$ cat src/rtl/ipcp_params.svh
// Constants shared by both ends of the interpolated and cyclic position link
`ifndef IPCP_PARAMS_SVH
`define IPCP_PARAMS_SVH

`define IPCP_CLK_NS      10
`define IPCP_MS_NS       1000000
`define IPCP_MS_CYC      (`IPCP_MS_NS / `IPCP_CLK_NS)

`define IPCP_MODE_IP     8'h07
`define IPCP_MODE_CSP    8'h08
`define IPCP_TIDX_MS     8'hFD
`define IPCP_BUFCFG_ON   32'h0000_0001
`define IPCP_HALTOPT_PRF 16'h0001

`define IPCP_CW_IPEN     4
`define IPCP_CW_HALT     8
`define IPCP_SW_SYNC     8
`define IPCP_SW_REACHED  10
`define IPCP_SW_LIMIT    11
`define IPCP_SW_ACTIVE   12
`define IPCP_SW_FERR     13

`define IPCP_RST_PERIOD  16'h0001
`define IPCP_RST_TIDX    8'hFD
`define IPCP_RST_LIMLO   32'h8000_0000
`define IPCP_RST_LIMHI   32'h7FFF_FFFF
`define IPCP_RST_SPEED   32'h7FFF_FFFF

`define IPCP_ADDR_SEL    8'h00
`define IPCP_ADDR_DATA   8'h04
`define IPCP_ADDR_SYNC   8'h08
`define IPCP_ADDR_STAT   8'h0C
`define IPCP_ADDR_STAGE  8'h10
`define IPCP_ADDR_PEND   8'h14

`define IPCP_DIV_STEPS   6'h20
`endif

$ cat src/rtl/ipcp_pkg.sv
// Types shared by both ends of the position link
package ipcp_pkg;
  typedef enum logic [4:0] {
    OBJ_MODE, OBJ_CTRL, OBJ_IP_TARGET, OBJ_PERIOD, OBJ_TIME_IDX, OBJ_BUF_CFG,
    OBJ_CSP_TARGET, OBJ_POS_OFS, OBJ_VEL_OFS, OBJ_TRQ_OFS, OBJ_FE_WIN, OBJ_FE_TMO,
    OBJ_LIM_LO, OBJ_LIM_HI, OBJ_MAX_PROF_VEL, OBJ_MAX_MOT_SPD, OBJ_START_ACC,
    OBJ_PROF_DEC, OBJ_MAX_DEC, OBJ_HALT_OPT
  } ipcp_obj_t;

  typedef enum logic [1:0] {DIV_IDLE, DIV_RUN, DIV_APPLY} ipcp_div_t;
endpackage

$ cat src/rtl/ipcp_link_if.sv
// Link between the motion controller and the drive
`timescale 1ns/100ps
interface ipcp_link_if (
  input wire logic clk,
  input wire logic rstn
);
  logic                objWr;
  ipcp_pkg::ipcp_obj_t objSel;
  logic [31:0]         objData;
  logic                syncPulse;
  logic [15:0]         statusWord;

  modport host (output objWr, output objSel, output objData, output syncPulse, input statusWord);
  modport dev  (input objWr, input objSel, input objData, input syncPulse, output statusWord);
endinterface

$ cat src/rtl/ipcp_drive.sv
// Drive end: interpolated and cyclic synchronous position set-point logic
// How it works
// Controller writes mode 7 for interpolation
// Interpolation runs only while control bit 4 set
// Halt set stops; release ramps up with start ramp
// Halt rising edge brakes per halt option code
// Bit 10: target reached, or standstill under halt
// Bit 12 shows interpolation active
// Bit 13 following error in closed loop
// Linear path from present position to target
// Target spacing comes from period in ms
// Target writes need buffer config set to 1
// Closed loop limits speed to smaller maximum
// Controller delivers each target in time
// Cyclic mode tracks each absolute target, no ramps
// Repeated identical target changes nothing
// Cyclic mode ignores control bit 4
// Controller writes mode 8 for cyclic mode
// Controller sends sync at regular intervals
// Bit 8 shows sync with fieldbus
// Bit 12 shows cyclic target in use
// Bit 11 demand outside software limits
// Following error after corridor timeout in ms
// Cycle time is period times ten to index; code runs only with the ms index FD, others stop the cycle clock
// Cyclic mode adds position, velocity, torque offsets
// Re-entering corridor restarts timeout count
//
// Chosen here: the strobed register port and the register addresses.
`timescale 1ns/100ps
`include "ipcp_params.svh"
module ipcp_drive #(
  parameter int MS_CYCLES = `IPCP_MS_CYC
) (
  input  wire logic         clk,
  input  wire logic         rstn,
  ipcp_link_if.dev          link,
  input  wire logic         operational,
  input  wire logic         closedLoop,
  input  wire logic [31:0]  actualPos,
  output logic [31:0]       demandPos,
  output logic [31:0]       velSet,
  output logic [15:0]       trqSet,
  output logic              interpolationRunning
);
  logic [7:0]  mode_r, timeIdx_r;
  logic [15:0] ctrl_r, periodMs_r, trqOfs_r, feTmo_r, haltOpt_r;
  logic [31:0] ipTarget_r, bufCfg_r, cspTarget_r, posOfs_r, velOfs_r, feWin_r;
  logic [31:0] limLo_r, limHi_r, maxProfVel_r, maxMotSpd_r, startAcc_r, profDec_r, maxDec_r;
  logic [31:0] msCnt_r, vel_r, quo_r, demand_r, velOut_r;
  logic [32:0] rem_r, remShift;
  logic [15:0] periodCnt_r, divisor_r, msSinceSync_r, feCnt_r, trqOut_r, status_r;
  logic [5:0]  divStep_r;
  logic        msTick_r, cycleTick_r, haltPrev_r, rampUp_r, negDir_r, synced_r, ferr_r, running_r;
  ipcp_pkg::ipcp_div_t divState_r;

  function automatic logic [31:0] absVal(input logic [31:0] v);
    absVal = v[31] ? 32'(-v) : v;
  endfunction

  function automatic logic [31:0] clampMag(input logic [31:0] v, input logic [31:0] lim);
    clampMag = (absVal(v) > lim) ? (v[31] ? 32'(-lim) : lim) : v;
  endfunction

  function automatic logic [31:0] rampTo(input logic [31:0] cur, input logic [31:0] tgt,
                                          input logic [31:0] step);
    logic [31:0] d;
    d = 32'(tgt - cur);
    rampTo = 32'(cur + clampMag(d, step));
  endfunction

  wire modeIp   = (mode_r == `IPCP_MODE_IP);
  wire modeCsp  = (mode_r == `IPCP_MODE_CSP);
  wire halt     = ctrl_r[`IPCP_CW_HALT];
  wire tidxOk   = (timeIdx_r == `IPCP_TIDX_MS);
  wire ipActive = modeIp && ctrl_r[`IPCP_CW_IPEN] && tidxOk;
  wire [31:0] speedLim = (maxProfVel_r < maxMotSpd_r) ? maxProfVel_r : maxMotSpd_r;
  wire [31:0] haltDec  = (haltOpt_r == `IPCP_HALTOPT_PRF) ? profDec_r : maxDec_r;
  wire [31:0] rawVel   = negDir_r ? 32'(-quo_r) : quo_r;
  wire [31:0] cmdVel   = halt ? 32'h0000_0000 : (closedLoop ? clampMag(rawVel, speedLim) : rawVel);
  wire [31:0] posErr   = 32'(actualPos - demand_r);
  wire        outside  = absVal(posErr) > feWin_r;
  wire        cspFollow = modeCsp && operational;

  // Object dictionary writes from the controller
  always_ff @(posedge clk) begin
    if (!rstn) begin
      mode_r <= 8'h00;  ctrl_r <= 16'h0000;  ipTarget_r <= 32'h0000_0000;
      periodMs_r <= `IPCP_RST_PERIOD;  timeIdx_r <= `IPCP_RST_TIDX;  bufCfg_r <= 32'h0000_0000;
      cspTarget_r <= 32'h0000_0000;  posOfs_r <= 32'h0000_0000;  velOfs_r <= 32'h0000_0000;
      trqOfs_r <= 16'h0000;  feWin_r <= 32'h0000_0000;  feTmo_r <= 16'h0000;
      limLo_r <= `IPCP_RST_LIMLO;  limHi_r <= `IPCP_RST_LIMHI;
      maxProfVel_r <= `IPCP_RST_SPEED;  maxMotSpd_r <= `IPCP_RST_SPEED;
      startAcc_r <= 32'h0000_0000;  profDec_r <= 32'h0000_0000;  maxDec_r <= 32'h0000_0000;
      haltOpt_r <= 16'h0000;
    end else if (link.objWr) begin
      case (link.objSel)
        ipcp_pkg::OBJ_MODE:         mode_r <= link.objData[7:0];
        ipcp_pkg::OBJ_CTRL:         ctrl_r <= link.objData[15:0];
        ipcp_pkg::OBJ_IP_TARGET: begin
          if (bufCfg_r == `IPCP_BUFCFG_ON) ipTarget_r <= link.objData;
        end
        ipcp_pkg::OBJ_PERIOD: begin
          if (link.objData[15:0] != 16'h0000) periodMs_r <= link.objData[15:0];
        end
        ipcp_pkg::OBJ_TIME_IDX:     timeIdx_r <= link.objData[7:0];
        ipcp_pkg::OBJ_BUF_CFG:      bufCfg_r <= link.objData;
        ipcp_pkg::OBJ_CSP_TARGET:   cspTarget_r <= link.objData;
        ipcp_pkg::OBJ_POS_OFS:      posOfs_r <= link.objData;
        ipcp_pkg::OBJ_VEL_OFS:      velOfs_r <= link.objData;
        ipcp_pkg::OBJ_TRQ_OFS:      trqOfs_r <= link.objData[15:0];
        ipcp_pkg::OBJ_FE_WIN:       feWin_r <= link.objData;
        ipcp_pkg::OBJ_FE_TMO:       feTmo_r <= link.objData[15:0];
        ipcp_pkg::OBJ_LIM_LO:       limLo_r <= link.objData;
        ipcp_pkg::OBJ_LIM_HI:       limHi_r <= link.objData;
        ipcp_pkg::OBJ_MAX_PROF_VEL: maxProfVel_r <= link.objData;
        ipcp_pkg::OBJ_MAX_MOT_SPD:  maxMotSpd_r <= link.objData;
        ipcp_pkg::OBJ_START_ACC:    startAcc_r <= link.objData;
        ipcp_pkg::OBJ_PROF_DEC:     profDec_r <= link.objData;
        ipcp_pkg::OBJ_MAX_DEC:      maxDec_r <= link.objData;
        ipcp_pkg::OBJ_HALT_OPT:     haltOpt_r <= link.objData[15:0];
        default: ;
      endcase
    end
  end

  // Millisecond base; any time index other than milliseconds stops the cycle clock
  always_ff @(posedge clk) begin
    if (!rstn) begin
      msCnt_r <= 32'h0000_0000;
      msTick_r <= 1'b0;
    end else if (msCnt_r == 32'(MS_CYCLES - 1)) begin
      msCnt_r <= 32'h0000_0000;
      msTick_r <= tidxOk;
    end else begin
      msCnt_r <= 32'(msCnt_r + 32'h0000_0001);
      msTick_r <= 1'b0;
    end
  end

  always_ff @(posedge clk) begin
    if (!rstn) begin
      periodCnt_r <= 16'h0000;
      cycleTick_r <= 1'b0;
    end else if (msTick_r) begin
      cycleTick_r <= (periodCnt_r >= 16'(periodMs_r - 16'h0001));
      periodCnt_r <= (periodCnt_r >= 16'(periodMs_r - 16'h0001)) ? 16'h0000 : 16'(periodCnt_r + 16'h0001);
    end else begin
      cycleTick_r <= 1'b0;
    end
  end

  // Velocity for the rest of the period: distance over milliseconds left.
  // Serial division takes 34 clocks, far inside one millisecond.
  assign remShift = {rem_r[31:0], quo_r[31]};
  always_ff @(posedge clk) begin
    if (!rstn) begin
      divState_r <= ipcp_pkg::DIV_IDLE;
      rem_r <= 33'h0_0000_0000;  quo_r <= 32'h0000_0000;
      divisor_r <= 16'h0001;  divStep_r <= 6'h00;  negDir_r <= 1'b0;
    end else begin
      case (divState_r)
        ipcp_pkg::DIV_IDLE: begin
          if (msTick_r && ipActive) begin
            rem_r <= 33'h0_0000_0000;
            quo_r <= absVal(32'(ipTarget_r - demand_r));
            negDir_r <= ipTarget_r[31] ^ demand_r[31] ? ipTarget_r[31] : (ipTarget_r < demand_r);
            divisor_r <= 16'(periodMs_r - periodCnt_r);
            divStep_r <= 6'h00;
            divState_r <= ipcp_pkg::DIV_RUN;
          end
        end
        ipcp_pkg::DIV_RUN: begin
          if (remShift >= {17'h0_0000, divisor_r}) begin
            rem_r <= 33'(remShift - {17'h0_0000, divisor_r});
            quo_r <= {quo_r[30:0], 1'b1};
          end else begin
            rem_r <= remShift;
            quo_r <= {quo_r[30:0], 1'b0};
          end
          divStep_r <= 6'(divStep_r + 6'h01);
          if (divStep_r == 6'(`IPCP_DIV_STEPS - 6'h01)) divState_r <= ipcp_pkg::DIV_APPLY;
        end
        default: divState_r <= ipcp_pkg::DIV_IDLE;
      endcase
    end
  end

  // Halt edges and ramp-up after release
  always_ff @(posedge clk) begin
    if (!rstn) begin
      haltPrev_r <= 1'b0;
      rampUp_r <= 1'b0;
    end else begin
      haltPrev_r <= halt;
      if (haltPrev_r && !halt) rampUp_r <= 1'b1;
      else if (halt || (divState_r == ipcp_pkg::DIV_APPLY && vel_r == cmdVel)) rampUp_r <= 1'b0;
    end
  end

  // Demand position, velocity and torque set values
  always_ff @(posedge clk) begin
    if (!rstn) begin
      demand_r <= 32'h0000_0000;  vel_r <= 32'h0000_0000;
      velOut_r <= 32'h0000_0000;  trqOut_r <= 16'h0000;
    end else if (modeCsp) begin
      vel_r <= 32'h0000_0000;
      if (cycleTick_r && cspFollow) demand_r <= 32'(cspTarget_r + posOfs_r);
      velOut_r <= velOfs_r;
      trqOut_r <= trqOfs_r;
    end else if (modeIp && divState_r == ipcp_pkg::DIV_APPLY) begin
      if (halt) begin
        vel_r <= rampTo(vel_r, 32'h0000_0000, haltDec);
        demand_r <= 32'(demand_r + rampTo(vel_r, 32'h0000_0000, haltDec));
      end else if (rampUp_r) begin
        vel_r <= rampTo(vel_r, cmdVel, startAcc_r);
        demand_r <= 32'(demand_r + rampTo(vel_r, cmdVel, startAcc_r));
      end else begin
        vel_r <= cmdVel;
        demand_r <= 32'(demand_r + cmdVel);
      end
      velOut_r <= vel_r;
      trqOut_r <= 16'h0000;
    end else if (!ipActive) begin
      vel_r <= 32'h0000_0000;
      velOut_r <= 32'h0000_0000;
      trqOut_r <= 16'h0000;
    end
  end

  // Sync supervision: lost when no pulse for two cycle periods
  always_ff @(posedge clk) begin
    if (!rstn) begin
      msSinceSync_r <= 16'hFFFF;
      synced_r <= 1'b0;
    end else begin
      if (link.syncPulse) msSinceSync_r <= 16'h0000;
      else if (msTick_r && msSinceSync_r != 16'hFFFF) msSinceSync_r <= 16'(msSinceSync_r + 16'h0001);
      synced_r <= operational && ({1'b0, msSinceSync_r} <= {periodMs_r, 1'b0});
    end
  end

  // Following error; counter restarts on return to the corridor
  always_ff @(posedge clk) begin
    if (!rstn) begin
      feCnt_r <= 16'h0000;
      ferr_r <= 1'b0;
    end else begin
      if (!outside) feCnt_r <= 16'h0000;
      else if (msTick_r && feCnt_r != 16'hFFFF) feCnt_r <= 16'(feCnt_r + 16'h0001);
      ferr_r <= closedLoop && outside && (feCnt_r > feTmo_r);
    end
  end

  always_ff @(posedge clk) begin
    if (!rstn) begin
      status_r <= 16'h0000;
      running_r <= 1'b0;
    end else begin
      status_r <= 16'h0000;
      status_r[`IPCP_SW_LIMIT] <= ($signed(demand_r) < $signed(limLo_r)) ||
                                  ($signed(demand_r) > $signed(limHi_r));
      status_r[`IPCP_SW_FERR] <= ferr_r;
      if (modeIp) begin
        status_r[`IPCP_SW_REACHED] <= halt ? (vel_r == 32'h0000_0000) : (demand_r == ipTarget_r);
        status_r[`IPCP_SW_ACTIVE] <= ipActive;
      end else if (modeCsp) begin
        status_r[`IPCP_SW_SYNC] <= synced_r;
        status_r[`IPCP_SW_ACTIVE] <= cspFollow;
      end
      running_r <= ipActive;
    end
  end

  assign link.statusWord      = status_r;
  assign demandPos            = demand_r;
  assign velSet               = velOut_r;
  assign trqSet               = trqOut_r;
  assign interpolationRunning = running_r;
endmodule

$ cat src/flat_wrapper.sv
// flat-port wrapper written by rule: the top's interface ports become plain ports
module ipcp_drive_flat 
#(
  parameter int MS_CYCLES = `IPCP_MS_CYC
)
  (clk, rstn, operational, closedLoop, actualPos, demandPos, velSet, trqSet, interpolationRunning, link_objWr, link_objSel, link_objData, link_syncPulse, link_statusWord);
  ipcp_link_if link_i (.clk(clk), .rstn(rstn));
  input  wire logic clk;
  input  wire logic rstn;
  input  wire logic operational;
  input  wire logic closedLoop;
  input  wire logic [31:0] actualPos;
  output logic [31:0] demandPos;
  output logic [31:0] velSet;
  output logic [15:0] trqSet;
  output logic interpolationRunning;
  input wire logic [$bits(link_i.objWr)-1:0] link_objWr;
  input wire logic [$bits(link_i.objSel)-1:0] link_objSel;
  input wire logic [$bits(link_i.objData)-1:0] link_objData;
  input wire logic [$bits(link_i.syncPulse)-1:0] link_syncPulse;
  output wire logic [$bits(link_i.statusWord)-1:0] link_statusWord;
  assign link_i.objWr = link_objWr;
  assign link_i.objSel = link_objSel;
  assign link_i.objData = link_objData;
  assign link_i.syncPulse = link_syncPulse;
  assign link_statusWord = link_i.statusWord;
  ipcp_drive #(.MS_CYCLES(MS_CYCLES)) u_core (.clk(clk), .rstn(rstn), .link(link_i), .operational(operational), .closedLoop(closedLoop), .actualPos(actualPos), .demandPos(demandPos), .velSet(velSet), .trqSet(trqSet), .interpolationRunning(interpolationRunning));
endmodule
$ cat config.mk
export PLATFORM = sky130hd
export DESIGN_NAME = ipcp_drive_flat
export DESIGN_NICKNAME = d
export VERILOG_FILES = /design/src/rtl/ipcp_pkg.sv /design/src/rtl/ipcp_link_if.sv /design/src/rtl/ipcp_drive.sv /design/src/flat_wrapper.sv
export VERILOG_INCLUDE_DIRS = /design/src /design/src/rtl
export SDC_FILE = /design/constraint.sdc
export NUM_CORES = 2
export LEC_CHECK = 0
export BUFFER_PORTS_ARGS = -buffer_cell sky130_fd_sc_hd__buf_2
export CORE_MARGIN = 2
export CORE_UTILIZATION = 30
export DETAILED_ROUTE_END_ITERATION = 7
export SETUP_SLACK_MARGIN = 0.5
export SLEW_MARGIN = 10
export SYNTH_ARGS = -nofsm -noshare
export SYNTH_HDL_FRONTEND = slang
export SYNTH_SLANG_ARGS = --single-unit
$ cat constraint.sdc
create_clock -name clk -period 17.3 [get_ports clk]
set_input_delay 3.46 -clock clk [delete_from_list [all_inputs] [get_ports clk]]
set_output_delay 3.46 -clock clk [all_outputs]
set_load 0.1 [all_outputs]
==> impl_results.md <==
- Status: finished, final reports clean
- #FFs+latches synth: 791
- Die footprint: 192000 µm²
- Detailed placement HPWL: 175 mm
- Max Clk Rate: around 0.062 GHz
- Chip height: 438 µm
- Gpl congestion: 1.02
- Post-route clock period utilization: 0.929
- Reg-to-reg startpoint: u_core.quo_r[7]$_SDFFE_PN0P_
- Slew @ Worst Pin: 1170 ps
- Post-synth cell types: 89
- GR Overflow Total: 0
- Post-synth EDFFs: 0
- Max_slew headroom: 0.217
- Fin. Hold Viols: 0
- Vias per cell: 5.37
- Starting Density: 0.302
- CTS H-tree lvls: 3
- Post-synthesis cell area: between 50000 and 60000 µm²
- CTS tree: yes
- Area growth, synth to finish: 17.1%
- Die width: 438 µm
- Clock transition at path regs: about 60 ps
- Hold Path Origin: u_core.mode_r[6]$_SDFFE_PN0P_
- Crit-path slowest cell: or4_1
- TNS Setup: 0 ps
- GRT Total Usage: 0.237
- Synth Flop Type: dfxtp_1
- Cts hold-fix bufs: 0
- Post-Syn Instances: approximately 7500
- Critical Path Start Type: flip-flop
- Reg2reg setup slack: 1240 ps
- R2R Path End: u_core.demandPos[31]$_SDFFE_PN0P_
- Final #Nets: between 8000 and 9000
- Slew Viols, Final: 0
- Data required, critical path: approximately 18000 ps
- Leak: ~28 nW
- Clock Skews: 55.8 ps
- Root buffer cell: clkbuf_16
- Max VDD drop: 0.0000696 V
- Crit path time final: between 15000 and 20000 ps
- Drc violations: 0
- Avg Cell Area, Syn: 7.59 µm²
- Proportion of layout cells with a drive suffix above 1: 0.122
- DR iter-0 viols: 4961
- IO Port Bufs: 160
- CORE AREA: 188000 µm²
- Initial antenna violation count: 20
- First drt pass iteration count: 6
- Sequential share of the synthesized area: 0.280
- WP data arrival: 16680 ps
- Dominant cell type by count on the critical path: a21oi_1
- Final wirelength: ~240 mm
- CP peak stage delay: 550 ps
- Vias in the first global route: 52833
- Cell Pwr Density: 67.7 nW/µm²
- Row count: 159
- Worst Path Max Fanout: 21
- Hold path depth: 2
- Skew-Pair Late Insertion Delay: 770 ps
- I/O pin cnt: 172
- Post-route ant nets: 0
- Synth warn: 0
- Largest net degree at the start of global routing: 192
- Wire per inst: between 20 and 25 µm
- Worst Hold Class: reg2reg
- Post-synth ARST share: 0
- Global-route wire length before repair: ~340 mm
- Maximum clock path buffer count: 3
- CP Capture Type: flip-flop
- Finished Cell Area: 66300 µm²
- RSZ-0062 raised after global routing: false
- Clock sink count: 791
- CP Class: reg2reg
- Max-Cap Viols: 0
- Total CTS buffers: 94
- Final Setup Violations: 0
- Via Count: 55550
- Reg2Reg Depth: 84
- Hold EP: u_core.mode_r[6]$_SDFFE_PN0P_
- DP Area: 62300 µm²
state kept, by name, indices dropped and copies added (netlist names), 32 cells and up:
name,cells
u_core.bufCfg_r,32
u_core.cspTarget_r,32
u_core.demandPos,32
u_core.feWin_r,32
u_core.ipTarget_r,32
u_core.limHi_r,32
u_core.limLo_r,32
u_core.maxDec_r,32
u_core.maxMotSpd_r,32
u_core.maxProfVel_r,32
u_core.msCnt_r,32
u_core.posOfs_r,32
u_core.profDec_r,32
u_core.quo_r,32
u_core.rem_r,32
u_core.startAcc_r,32
u_core.velOfs_r,32
u_core.velSet,32
u_core.vel_r,32
final cells by class:
type,instances,area [µm²]
Fill cell,19617,121000
Multi-Input combinational cell,5873,38400
Sequential cell,791,15800
Timing Repair Buffer,582,4020
Tap cell,2495,3120
Clock buffer,128,2680
Inverter,420,1580
Clock inverter,44,633
Antenna cell,10,25.0
worst max-delay path by stage:
stage,to,startpoint
2_1_floorplan,u_core.demandPos[31]$_SDFFE_PN0P_,u_core.quo_r[2]$_SDFFE_PN0P_
3_3_place_gp,u_core.demandPos[31]$_SDFFE_PN0P_,u_core.quo_r[7]$_SDFFE_PN0P_
3_5_place_dp,u_core.demandPos[31]$_SDFFE_PN0P_,u_core.quo_r[7]$_SDFFE_PN0P_
4_1_cts,u_core.demandPos[31]$_SDFFE_PN0P_,u_core.quo_r[7]$_SDFFE_PN0P_
5_1_grt,u_core.demandPos[31]$_SDFFE_PN0P_,u_core.quo_r[2]$_SDFFE_PN0P_
6_report,u_core.demandPos[31]$_SDFFE_PN0P_,u_core.quo_r[7]$_SDFFE_PN0P_
metrics by stage:
step | util | hold slack, ps | std cells | worst slack, ps | power [mW]
3_3_place_gp | 0.332 | 438 | 10143 | 181 | 2.34
6_report | 0.353 | 450 | 10343 | 1240 | 4.49
2_1_floorplan | - | 412 | 7469 | 569 | 2.18
5_1_grt | 0.353 | 467 | 10338 | 402 | 4.63
3_5_place_dp | 0.332 | 435 | 10143 | 40.0 | 2.35
4_1_cts | 0.350 | 452 | 10320 | 505 | 4.51
Yosys cell counts (70+ instances only):
library cell  instances  share of area
a211oi_1             70         0.0093
a21o_1              173          0.023
a21oi_1             763          0.067
clkbuf_1            350          0.023
dfxtp_1             791           0.28
ha_1                540           0.12
inv_1               418          0.028
mux2i_1             136          0.024
nand2_1            1251          0.083
nand2b_1             74         0.0082
nand3_1             197          0.017
nand4_1             101          0.011
nor2_1              529          0.035
nor3_1              123          0.011
o211ai_1             88          0.012
o21ai_0             309          0.027
xnor2_1             388          0.060
xor2_1              190          0.029
report_power, final:
part	switching, mW	total (mW)	internal (mW)
clock	0.892	2.16	1.27
combinational	0.320	0.478	0.158
sequential	0.0111	1.85	1.83
total	1.22	4.49	3.26
logic make-up after synthesis:
family          share of synthesized area
compound gates                      0.208
xor+xnor                           0.0897
fa+ha+maj                           0.123
buf+inv                            0.0543
flops                               0.280
mux                                0.0341
other cells                     0.0000662
simple gates                        0.211
worst max-delay path, delay by kind of cell (launching register included):
| family | cells | cell delay, ps |
|---|---|---|
| AOI/OAI and AO/OA | 39 | 6910 |
| and+or+nand+nor | 24 | 4490 |
| adders and majority gates | 5 | 1560 |
| buffers and inverters | 9 | 1300 |
| xor gates and xnor gates | 6 | 1100 |
| DFF | 1 | 310 |
| muxes | 1 | 260 |
cells in the final DEF (no fill, tap or decap), types with 101 or more instances in the layout:
master and count:
xor2_1 189, nor2_1 508, nand2_1 1247, nand4_1 101, ha_1 539, nor3_1 120
a21o_1 173, dfxtp_1 790, mux2i_1 134, xnor2_1 381, buf_2 159, a21oi_1 745
o21ai_0 285, nand3_1 194, inv_1 416, buf_4 417
metal layers:
metal | vias to the layer above | track usage | wire [µm] | part of all wire
li1 | 26703 | - | - | -
met1 | 26580 | 0.304 | 101000 | 0.43
met2 | 1817 | 0.379 | 105000 | 0.45
met3 | 446 | 0.0311 | 13800 | 0.059
met4 | 4 | 0.143 | 15100 | 0.064
met5 | - | 0 | 30 | 0.00013
repair_timing:
action,4_1_cts,5_1_grt
endpoints found under the setup margin,10,18
gates resized for setup,21,107
buffers inserted,4,13
pin swaps,6,50
cloned,1,0
(Power assumes the default switching activity.)
